[src/design/ebm_pkg.sv]
// Purpose: Shared constants and carriers for the error burst monitor and loopback control
// Assumes: 20 MHz system clock
// Notes: Prescalers set the tick rate; all long times count ticks
package ebm_pkg;

  // ------------------------------------------------------------
  // Timing
  // ------------------------------------------------------------
  localparam int unsigned CLK_HZ = 20000000;
  localparam int unsigned TICK_MS = 1;
  localparam int unsigned TICK_CYCLES = CLK_HZ / 1000 * TICK_MS;
  localparam logic [15:0] TICK_DIV_RST = 16'(TICK_CYCLES - 1);
  localparam int unsigned BURST_MS = 1500;
  localparam logic [11:0] BURST_TICKS_RST = 12'(BURST_MS / TICK_MS);
  localparam int unsigned PERIOD_S = 300;
  localparam logic [18:0] PERIOD_TICKS_RST = 19'(PERIOD_S * 1000 / TICK_MS);
  localparam int unsigned LB_CLEAN_MS = 1000;
  localparam logic [11:0] LB_CLEAN_TICKS = 12'(LB_CLEAN_MS / TICK_MS);

  // ------------------------------------------------------------
  // Counts
  // ------------------------------------------------------------
  localparam logic [4:0] THRESH_COUNT = 5'h0f;
  localparam logic [4:0] BURST_CNT_MAX = 5'h1f;
  localparam logic [31:0] BYTE_ERR_MAX = 32'hffffffff;

  // ------------------------------------------------------------
  // Carriers
  // ------------------------------------------------------------
  typedef enum logic [1:0] {
    EBM_BIST_NONE,
    EBM_BIST_RETIMED,
    EBM_BIST_TXONLY
  } ebm_bist_t;

  typedef struct packed {
    logic comm_est;
    logic rx_sync;
    logic tx_valid;
  } ebm_phy_st_t;

  typedef struct packed {
    logic byte_mismatch;
    logic code_violation;
    logic invalid_word;
  } ebm_rx_err_t;

  typedef struct packed {
    logic frame_end;
    logic crc_bad;
  } ebm_frame_t;

endpackage : ebm_pkg

[src/design/ebm_monitor.sv]
// Purpose: Error burst rate monitor, byte error counting, frame CRC check and far-end loopback control
// Assumes: Inputs synchronous to sys_clk; OOB detector and link layer flag events as pulses
// Notes: Times run on a millisecond tick from a programmable prescaler
`timescale 1ns/10ps
`default_nettype none
// Function
// - A window of about 1.5 s holding invalid words is one burst.
// - Each burst window adds exactly one to the burst counter.
// - Flag threshold when fifteen bursts occur within five minutes.
// - Five-minute timer accurate to plus or minus 0.3 s.
// - Burst counting restarts from zero on entering link ready.
// - After a detection, fifteen more bursts needed before the next.
// - Counting may restart whenever the five-minute period expires.
// - Each corrupted character, mismatch or code violation, counts one byte error.
// - Byte-wise bit error rate should stay below ten to minus twelve.
// - Check each frame CRC and report failures upward.
// - Retimed loopback entered only on a BIST FIS request.
// - Retimed loopback runs CRC-clean at least 1000 ms at Gen1.
// - Stay in retimed loopback until COMRESET or COMINIT is received; the code also leaves it on a transmit-only BIST request.
// - BIST FIS selects transmit-only mode sending repeated patterns.
// - Analog loopback modes are vendor options with no test requirement.
// - Link ready only with communication, receive sync and valid transmit.
// - Raise reset-detected when peer reset or init OOB is seen.
module ebm_monitor (
  input wire logic sys_clk,
  input wire logic rst_n,
  input wire ebm_pkg::ebm_phy_st_t phy_st,
  input wire ebm_pkg::ebm_rx_err_t rx_err,
  input wire ebm_pkg::ebm_frame_t frame,
  input wire logic oob_reset_seen,
  input wire logic bist_valid,
  input wire ebm_pkg::ebm_bist_t bist_req,
  input wire logic [15:0] tick_div,
  input wire logic [11:0] burst_ticks,
  input wire logic [18:0] period_ticks,
  input wire logic restart_on_period,
  input wire logic thresh_clr,
  output logic link_ready_indication,
  output logic reset_detected,
  output logic thresh_flag,
  output logic [4:0] burst_count,
  output logic [31:0] byte_err_count,
  output logic crc_fail,
  output logic retimed_loopback,
  output logic tx_only,
  output logic loopback_pass
);
  import ebm_pkg::*;

  // ------------------------------------------------------------
  // Link ready and OOB reset
  // ------------------------------------------------------------
  logic rdy_d;
  logic rdy_rise;
  assign rdy_d = phy_st.comm_est & phy_st.rx_sync & phy_st.tx_valid;
  assign rdy_rise = rdy_d & ~link_ready_indication;

  always_ff @(posedge sys_clk) begin
    if (!rst_n) begin
      link_ready_indication <= 1'b0;
    end else begin
      link_ready_indication <= rdy_d;
    end
  end

  always_ff @(posedge sys_clk) begin
    if (!rst_n) begin
      reset_detected <= 1'b0;
    end else begin
      reset_detected <= oob_reset_seen;
    end
  end

  // ------------------------------------------------------------
  // Prescaled millisecond tick
  // ------------------------------------------------------------
  logic tick;
  ebm_tick #(.W(16)) u_tick (
    .sys_clk(sys_clk),
    .rst_n(rst_n),
    .clr(rdy_rise),
    .reload(tick_div),
    .tick(tick)
  );

  // ------------------------------------------------------------
  // Burst window: first invalid word opens it, rest are absorbed
  // ------------------------------------------------------------
  logic win_open_q;
  logic [11:0] win_cnt_q;
  logic burst_start;
  assign burst_start = rx_err.invalid_word & ~win_open_q;

  always_ff @(posedge sys_clk) begin
    if (!rst_n || rdy_rise) begin
      win_open_q <= 1'b0;
      win_cnt_q <= '0;
    end else if (burst_start) begin
      win_open_q <= 1'b1;
      win_cnt_q <= '0;
    end else if (win_open_q && tick) begin
      if (win_cnt_q + 12'h001 >= burst_ticks) begin
        win_open_q <= 1'b0;
      end
      win_cnt_q <= win_cnt_q + 12'h001;
    end
  end

  // ------------------------------------------------------------
  // Five-minute period timer, tick accurate to 1 ms
  // ------------------------------------------------------------
  logic [18:0] per_cnt_q;
  logic per_expire;
  assign per_expire = tick && (per_cnt_q + 19'h00001 >= period_ticks);

  always_ff @(posedge sys_clk) begin
    if (!rst_n || rdy_rise) begin
      per_cnt_q <= '0;
    end else if (per_expire) begin
      per_cnt_q <= '0;
    end else if (tick) begin
      per_cnt_q <= per_cnt_q + 19'h00001;
    end
  end

  // ------------------------------------------------------------
  // Burst counter and threshold
  // Count restarts after a detection so fifteen new bursts are needed.
  // ------------------------------------------------------------
  logic hit;
  assign hit = burst_start && (burst_count == THRESH_COUNT - 5'h01);

  always_ff @(posedge sys_clk) begin
    if (!rst_n || rdy_rise) begin
      burst_count <= '0;
    end else if (hit) begin
      burst_count <= '0;
    end else if (per_expire && restart_on_period) begin
      burst_count <= burst_start ? 5'h01 : 5'h00;
    end else if (burst_start && burst_count != BURST_CNT_MAX) begin
      burst_count <= burst_count + 5'h01;
    end
  end

  // Set wins over a software clear in the same cycle
  always_ff @(posedge sys_clk) begin
    if (!rst_n) begin
      thresh_flag <= 1'b0;
    end else if (hit) begin
      thresh_flag <= 1'b1;
    end else if (thresh_clr) begin
      thresh_flag <= 1'b0;
    end
  end

  // ------------------------------------------------------------
  // Byte error count for rate computation, saturating
  // ------------------------------------------------------------
  always_ff @(posedge sys_clk) begin
    if (!rst_n) begin
      byte_err_count <= '0;
    end else if ((rx_err.byte_mismatch || rx_err.code_violation) && byte_err_count != BYTE_ERR_MAX) begin
      byte_err_count <= byte_err_count + 32'h00000001;
    end
  end

  // ------------------------------------------------------------
  // Frame CRC reporting
  // ------------------------------------------------------------
  always_ff @(posedge sys_clk) begin
    if (!rst_n) begin
      crc_fail <= 1'b0;
    end else begin
      crc_fail <= frame.frame_end & frame.crc_bad;
    end
  end

  // ------------------------------------------------------------
  // BIST modes; OOB reset has priority over a new request
  // ------------------------------------------------------------
  logic lb_exit;
  assign lb_exit = oob_reset_seen || (bist_valid && bist_req == EBM_BIST_TXONLY);

  always_ff @(posedge sys_clk) begin
    if (!rst_n || oob_reset_seen) begin
      retimed_loopback <= 1'b0;
      tx_only <= 1'b0;
    end else if (bist_valid && bist_req == EBM_BIST_RETIMED) begin
      retimed_loopback <= 1'b1;
      tx_only <= 1'b0;
    end else if (bist_valid && bist_req == EBM_BIST_TXONLY) begin
      retimed_loopback <= 1'b0;
      tx_only <= 1'b1;
    end else if (bist_valid) begin
      // No analog loopback: any other request keeps the mode
      retimed_loopback <= retimed_loopback;
      tx_only <= tx_only;
    end
  end

  // ------------------------------------------------------------
  // Clean-run timer in loopback
  // ------------------------------------------------------------
  logic [11:0] clean_cnt_q;

  always_ff @(posedge sys_clk) begin
    // Leaving the mode drops the pass on the same edge, not one late
    if (!rst_n || !retimed_loopback || lb_exit || (frame.frame_end && frame.crc_bad)) begin
      clean_cnt_q <= '0;
      loopback_pass <= 1'b0;
    end else if (tick && clean_cnt_q != LB_CLEAN_TICKS) begin
      clean_cnt_q <= clean_cnt_q + 12'h001;
    end else if (clean_cnt_q == LB_CLEAN_TICKS) begin
      loopback_pass <= 1'b1;
    end
  end
endmodule : ebm_monitor
`default_nettype wire

[src/design/ebm_tick.sv]
// Purpose: Programmable prescaler producing a one-cycle tick
// Assumes: Synchronous active-low reset
// Notes: Reload value is compared against the count on every cycle, not only at each wrap
`timescale 1ns/10ps
`default_nettype none
module ebm_tick #(
  parameter int W = 16
) (
  input wire logic sys_clk,
  input wire logic rst_n,
  input wire logic clr,
  input wire logic [W-1:0] reload,
  output logic tick
);
  logic [W-1:0] cnt_q;

  always_ff @(posedge sys_clk) begin
    if (!rst_n || clr) begin
      cnt_q <= '0;
      tick <= 1'b0;
    end else if (cnt_q >= reload) begin
      cnt_q <= '0;
      tick <= 1'b1;
    end else begin
      cnt_q <= cnt_q + 1'b1;
      tick <= 1'b0;
    end
  end
endmodule : ebm_tick
`default_nettype wire

[config.mk]
export PLATFORM = sky130hd
export DESIGN_NAME = ebm_monitor
export DESIGN_NICKNAME = d
export VERILOG_FILES = /design/src/design/ebm_pkg.sv /design/src/design/ebm_monitor.sv /design/src/design/ebm_tick.sv
export SDC_FILE = /design/constraint.sdc
export NUM_CORES = 1
export LEC_CHECK = 0
export ABC_AREA = 1
export BUFFER_PORTS_ARGS = -buffer_cell sky130_fd_sc_hd__buf_2
export CAP_MARGIN = 20
export CORE_MARGIN = 10
export CORE_UTILIZATION = 25
export CTS_CLUSTER_DIAMETER = 80
export DETAILED_ROUTE_END_ITERATION = 10
export HOLD_SLACK_MARGIN = 0.05
export PLACE_DENSITY_LB_ADDON = 0.12
export SLEW_MARGIN = 0
export SYNTH_ARGS = -nofsm -noshare
export SYNTH_HDL_FRONTEND = slang
export SYNTH_SLANG_ARGS = --single-unit
[constraint.sdc]
create_clock -name sys_clk -period 4 [get_ports sys_clk]
set_input_delay 0.6 -clock sys_clk [delete_from_list [all_inputs] [get_ports sys_clk]]
set_output_delay 0.6 -clock sys_clk [all_outputs]
set_load 0.05 [all_outputs]
-- Word level (Yosys, flattened, before mapping)
Index checks and enable logic that the tools add are counted.
- bits in registers: 105
- latch bits: 0
- RAM bits: 0
- ROM bits: 0
- output and inout port bits: 44
- word-level logic and storage cells: 81
- memories kept: 0
- add/subtract/negate cells: 6
- multiply operators: 0
- divide/modulo/power cells: 0
- order comparisons: 3
- equal/unequal tests: 7
- shift-type cells: 0
- multiplexer cells: 11
- bitwise operators: 8
- reductions and logical operators: 31
- operator list (operator ; count):
    $add 32x1->32 const B ; 1
    $ne 32x32->1 const B ; 1
    $add 12x1->12 const B ; 2
    $add 19x1->19 const B ; 1
    $ge 19x19->1 ; 1
    $add 16x1->16 const B ; 1
    $ge 16x16->1 ; 1
    $eq 12x10->1 const B ; 1
    $ge 12x12->1 ; 1
    $ne 12x10->1 const B ; 1
    $logic_and 1x1->1 ; 10
    $mux 5 ; 2
    $reduce_bool 2->1 ; 5
    $reduce_or 2->1 ; 5
    $mux 1 ; 9
    $logic_or 1x1->1 ; 7
    $add 5x1->5 const B ; 1
    $and 1x1->1 ; 5
    $eq 5x4->1 const B ; 1
    $ne 5x5->1 const B ; 1
    $reduce_and 2->1 ; 2
    $not 1->1 ; 3
    $eq 2x1->1 const B ; 1
    $eq 2x2->1 const B ; 1
    $logic_not 1->1 ; 2

-- Logic depth before layout (Yosys ltp)
- word-level depth: 5
- mapped depth: 23
- gate-level depth less buffers: 23

-- By module
A second synthesis with hierarchy kept.
- cell total of the unflattened synthesis: 985
- area total of the unflattened synthesis: 6749.0 µm²
- by module, submodules not included (module ; instances ; cells each ; area each (µm²) ; seq. area each (µm²)):
    ebm_monitor ; 1 ; 825 ; 5531.6 ; 1761.7
    ebm_tick ; 1 ; 160 ; 1217.4 ; 340.3

-- Worst setup path before layout
OpenSTA, ideal clock, no wires.
- path type: register to register
- from: reg per_cnt_q[0]
- to: reg per_cnt_q[13]
- library setup time: 0.113 ns
- arrival: 2.666 ns
- required time: 3.887 ns
- slack: 1.220 ns
- cell stages (with the launch flop): 22
- path through: dfxtp_1 > ha_1 > nand2_1 > inv_1 > nand2_1 > nor2_1 > nand2_1 > nor2_1 > nand4_1 > xor2_1 > ha_1 > nand2_1 > nor2_1 > and2_1 > nand2_1 > nand2_1 > nor2_1 > nand2_1 > nand2_1 > nand2_1 > buf_4 > nor2_1
- cells in the longest elaborated chain, start to end: 4
- ends and longest elaborated chain (what ; line ; text):
    start: declaration ; ebm_monitor.sv:112 ; logic [18:0] per_cnt_q;
    start signal: assignment ; ebm_monitor.sv:122 ; per_cnt_q <= per_cnt_q + 19'h00001;
    $add 19x1->19 (*) ; ebm_monitor.sv:114, ebm_monitor.sv:122 ;
    $ge 19x19->1 ; ebm_monitor.sv:114 ; assign per_expire = tick && (per_cnt_q + 19'h00001 >= period_ticks);
    $logic_and 1x1->1 ; ebm_monitor.sv:114 ;
    $reduce_or 2->1 (no line) ; n/a ;
Mark *: on every way between the ends. The rest lies on a longest branch, timed or not.
A chain may end at the register's enable or synchronous reset.

-- Worst setup path in the final report
- from: reg per_cnt_q[0]
- to: reg per_cnt_q[4]
Same word-level chain as after synthesis.

==> flow_summary_export.csv <==
group,metric,value,unit
drt,num_vias,6110,
drt,dr.pass1.iters,4,
sta,setup_tns,0,ns
floorplan,die_w,184,um
logic_synthesis,muxShareOfSynthArea,0,
critical_path,worst_ep_arrival_time,3.39,ns
place,post_dp_cell_area,0.00760,sq mm
drt,drtAntennaViolNets,0,
critical_path,critPathMaxFanout,18,
sta,setup_violations,0,
drt,vias_per_cell,4.31,
sta,rsz0062_at_grt,"false",
finish,fin_area,0.00789,sq mm
finish,syn2layout_area_growth,17.2,%
power_and_ir_drop,ir_drop,0.193,mV
floorplan,die_area,0.0339,sq mm
logic_synthesis,synthesis.area,0.00673,sq mm
logic_synthesis,synth_compound_area_frac,0.116,
drt,routed_wirelength,18200,um
global_route,grt_start_max_net_pins,25,
place,post-place-ws,0.798,ns
logic_synthesis,synth.yosys.seq_area_share,0.312,
drt,drc_errors,0,
clock_tree,cts_hold_buf,0,
finish,diodes,0,
run,maxCapViolations,0,
power_and_ir_drop,p_leak,3.63,nW
place,placed_cells,1402,
logic_synthesis,synth_edf_count,0,
clock_tree,cts_tree,"yes",
logic_synthesis,synthAdderAreaFrac,0.104,
finish,layout_common_cells,"nand2_1 (195), inv_1 (167), buf_2 (106), dfxtp_1 (105), nor2_1 (95)",
sta,holdWs,0.444,ns
sta,tightestPinTransition,0.866,ns
global_route,grt-ovfl-total,0,
critical_path,crit_required,4.19,ns
finish,nFillCells,2936,
finish,fin_cells,1418,
sta,fmax,0.313,GHz
critical_path,worstSetupEndpointType,"register",
place,hpwl,14600,um
logic_synthesis,yosys_warnings,0,
logic_synthesis,syn-mean-instance-area,6.92,sq um
logic_synthesis,synth-xor-area-share,0.0560,
floorplan,start_util,0.256,
floorplan,die_h,184,um
place,globalplace.congestion,0.778,
logic_synthesis,async_flop_share,0,
clock_tree,cts_max_level,3,
clock_tree,clockRootBuffer,"clkbuf_16",
drt,first_iter_violations,262,
finish,final_common_cell,"nand2_1",
sta,period_minus_slack,3.19,ns
power_and_ir_drop,powerDensity,267,mW/mm^2
drt,wl_per_cell,12.8,um
status,outcome,"completed",
sta,max_slew_margin,0.422,
finish,fin_util,0.300,
worst_hold_path,hp-class,"input port to register",
global_route,grt_use_total,0.111,
power_and_ir_drop,p_total,2.11,mW
sta,hold_violations,0,
logic_synthesis,ys_seq_elements,105,
sta,fin_ws,0.808,ns
sta,slew_violations,0,
clock_tree,cts_setup_buffers,0,
logic_synthesis,synth.distinct_cells,41,
logic_synthesis,synth_top_family_by_area,"simple AND/OR/NAND/NOR gates",
clock_tree,cts_sinks,105,
logic_synthesis,synthesis.nets,1092,
logic_synthesis,syn_inst,973,
finish,nets,1197,
floorplan,ios,107,
finish,layout-drive-gt1-share,0.169,
floorplan,row_count,59,
global_route,grt_pass1_vias,6174,
clock_tree,clk_path_buf_depth,2,
floorplan,floorplan.core_area,0.0263,sq mm
sta,min_period_over_period,0.798,
clock_tree,insertion_delay,0.35,ns
sta,skew,0.0106,ns
critical_path,cp-start-kind,"register",
clock_tree,path_clk_slew,0.07,ns
global_route,antenna_found_initial,0,
global_route,grt_pass1_wl,30600,um
logic_synthesis,yosys.area_share.simple,0.302,
clock_tree,cts_resized,0,
clock_tree,cts_buffers,9,
critical_path,critPathKind,"register to register",
logic_synthesis,synthFlopType,"dfxtp_1",
place,io_buffers,106,
-- worst max-delay path, stage by stage (launching register included) --
cell and delay (ns):
dfxtp_1 0.44, ha_1 0.21, nand2_1 0.07, inv_1 0.08, nand2_1 0.08, nor2_1 0.13, nand2_1 0.13, nor2_1 0.17
nand4_1 0.12, xor2_1 0.18, ha_1 0.31, nand2_1 0.06, nor2_1 0.15, and2_1 0.17, nand2_1 0.05, nand2_1 0.05
nor2_1 0.03, nand2_1 0.12, nand2_1 0.09, nand2_1 0.09, buf_4 0.24, a211oi_1 0.07
-- metal layers --
layer	vias to the layer above	GRT usage	routed length, um
li1	3319	-	-
met1	2701	0.144	9150
met2	83	0.181	8150
met3	7	0.0287	759
met4	0	0.0213	127
met5	-	0	0
-- cells by family after synthesis --
family | Yosys count
AND/OR/NAND/NOR | 441
buffers and inverters | 187
AO/OA/AOI/OAI | 141
flip-flops | 105
adder cells (fa/ha/maj) | 56
XOR/XNOR | 43
-- power by group --
group / internal, mW / switching [mW] / leakage, nW
logic: 0.0587 / 0.109 / 2.65
clock network: 0.458 / 0.421 / 0.139
registers: 1.05 / 0.00803 / 0.848
-- registers in the layout, summed over array words and instances, names as in the netlist --
| register | flops |
|---|---|
| u_tick.tick | 1 |
| tx_only | 1 |
| clean_cnt_q | 12 |
| burst_count | 5 |
| win_open_q | 1 |
| crc_fail | 1 |
| per_cnt_q | 19 |
| u_tick.cnt_q | 16 |
| thresh_flag | 1 |
| win_cnt_q | 12 |
| loopback_pass | 1 |
| link_ready_indication | 1 |
| byte_err_count | 32 |
| retimed_loopback | 1 |
| reset_detected | 1 |
-- Yosys cell counts (2+ instances only) --
library cell,instances,share of area
nor3_1,30,0.022
clkbuf_1,6,0.0033
nand2_1,195,0.11
nor3b_1,2,0.0022
nand3_1,48,0.036
a21oi_2,7,0.0091
nand2_2,21,0.020
xnor2_1,13,0.017
xor2_1,30,0.039
inv_2,5,0.0028
nor2_1,95,0.053
o21a_1,4,0.0045
buf_8,2,0.0045
buf_2,3,0.0022
nor3_4,2,0.0048
nor2_4,4,0.0067
nor3_2,5,0.0074
inv_1,167,0.093
nor4_1,3,0.0028
nor2_2,6,0.0056
nand2_4,2,0.0033
o21ai_0,32,0.024
o21ai_1,3,0.0022
a21oi_1,79,0.059
ha_1,56,0.10
or2_2,5,0.0046
a211oi_1,10,0.011
nand3_2,2,0.0030
nand4_1,18,0.017
a31oi_1,2,0.0019
dfxtp_1,105,0.31
o211ai_1,2,0.0022
-- final timing paths --
path | startpoint | end | slack (ns) | cells after the start
worst max-delay path | per_cnt_q[0]$_SDFFE_PP0P_ | per_cnt_q[4]$_SDFFE_PP0P_ | 0.81 | 21
worst min-delay path | oob_reset_seen | reset_detected$_SDFF_PN0_ | 0.44 | 3
worst max register to register | per_cnt_q[0]$_SDFFE_PP0P_ | per_cnt_q[4]$_SDFFE_PP0P_ | 0.81 | 21
worst min register to register | loopback_pass$_SDFFE_PP0P_ | loopback_pass$_SDFFE_PP0P_ | 0.46 | 2
-- layout make-up --
cell class | count | area [sq um] | area share
Tap cell | 335 | 419 | 0.0531
Sequential cell | 105 | 2100 | 0.267
Timing Repair Buffer | 108 | 546 | 0.0692
Clock buffer | 12 | 256 | 0.0325
Inverter | 173 | 649 | 0.0823
Clock inverter | 4 | 26.3 | 0.00333
Multi-Input combinational cell | 681 | 3890 | 0.493
(Power assumes the default switching activity.)
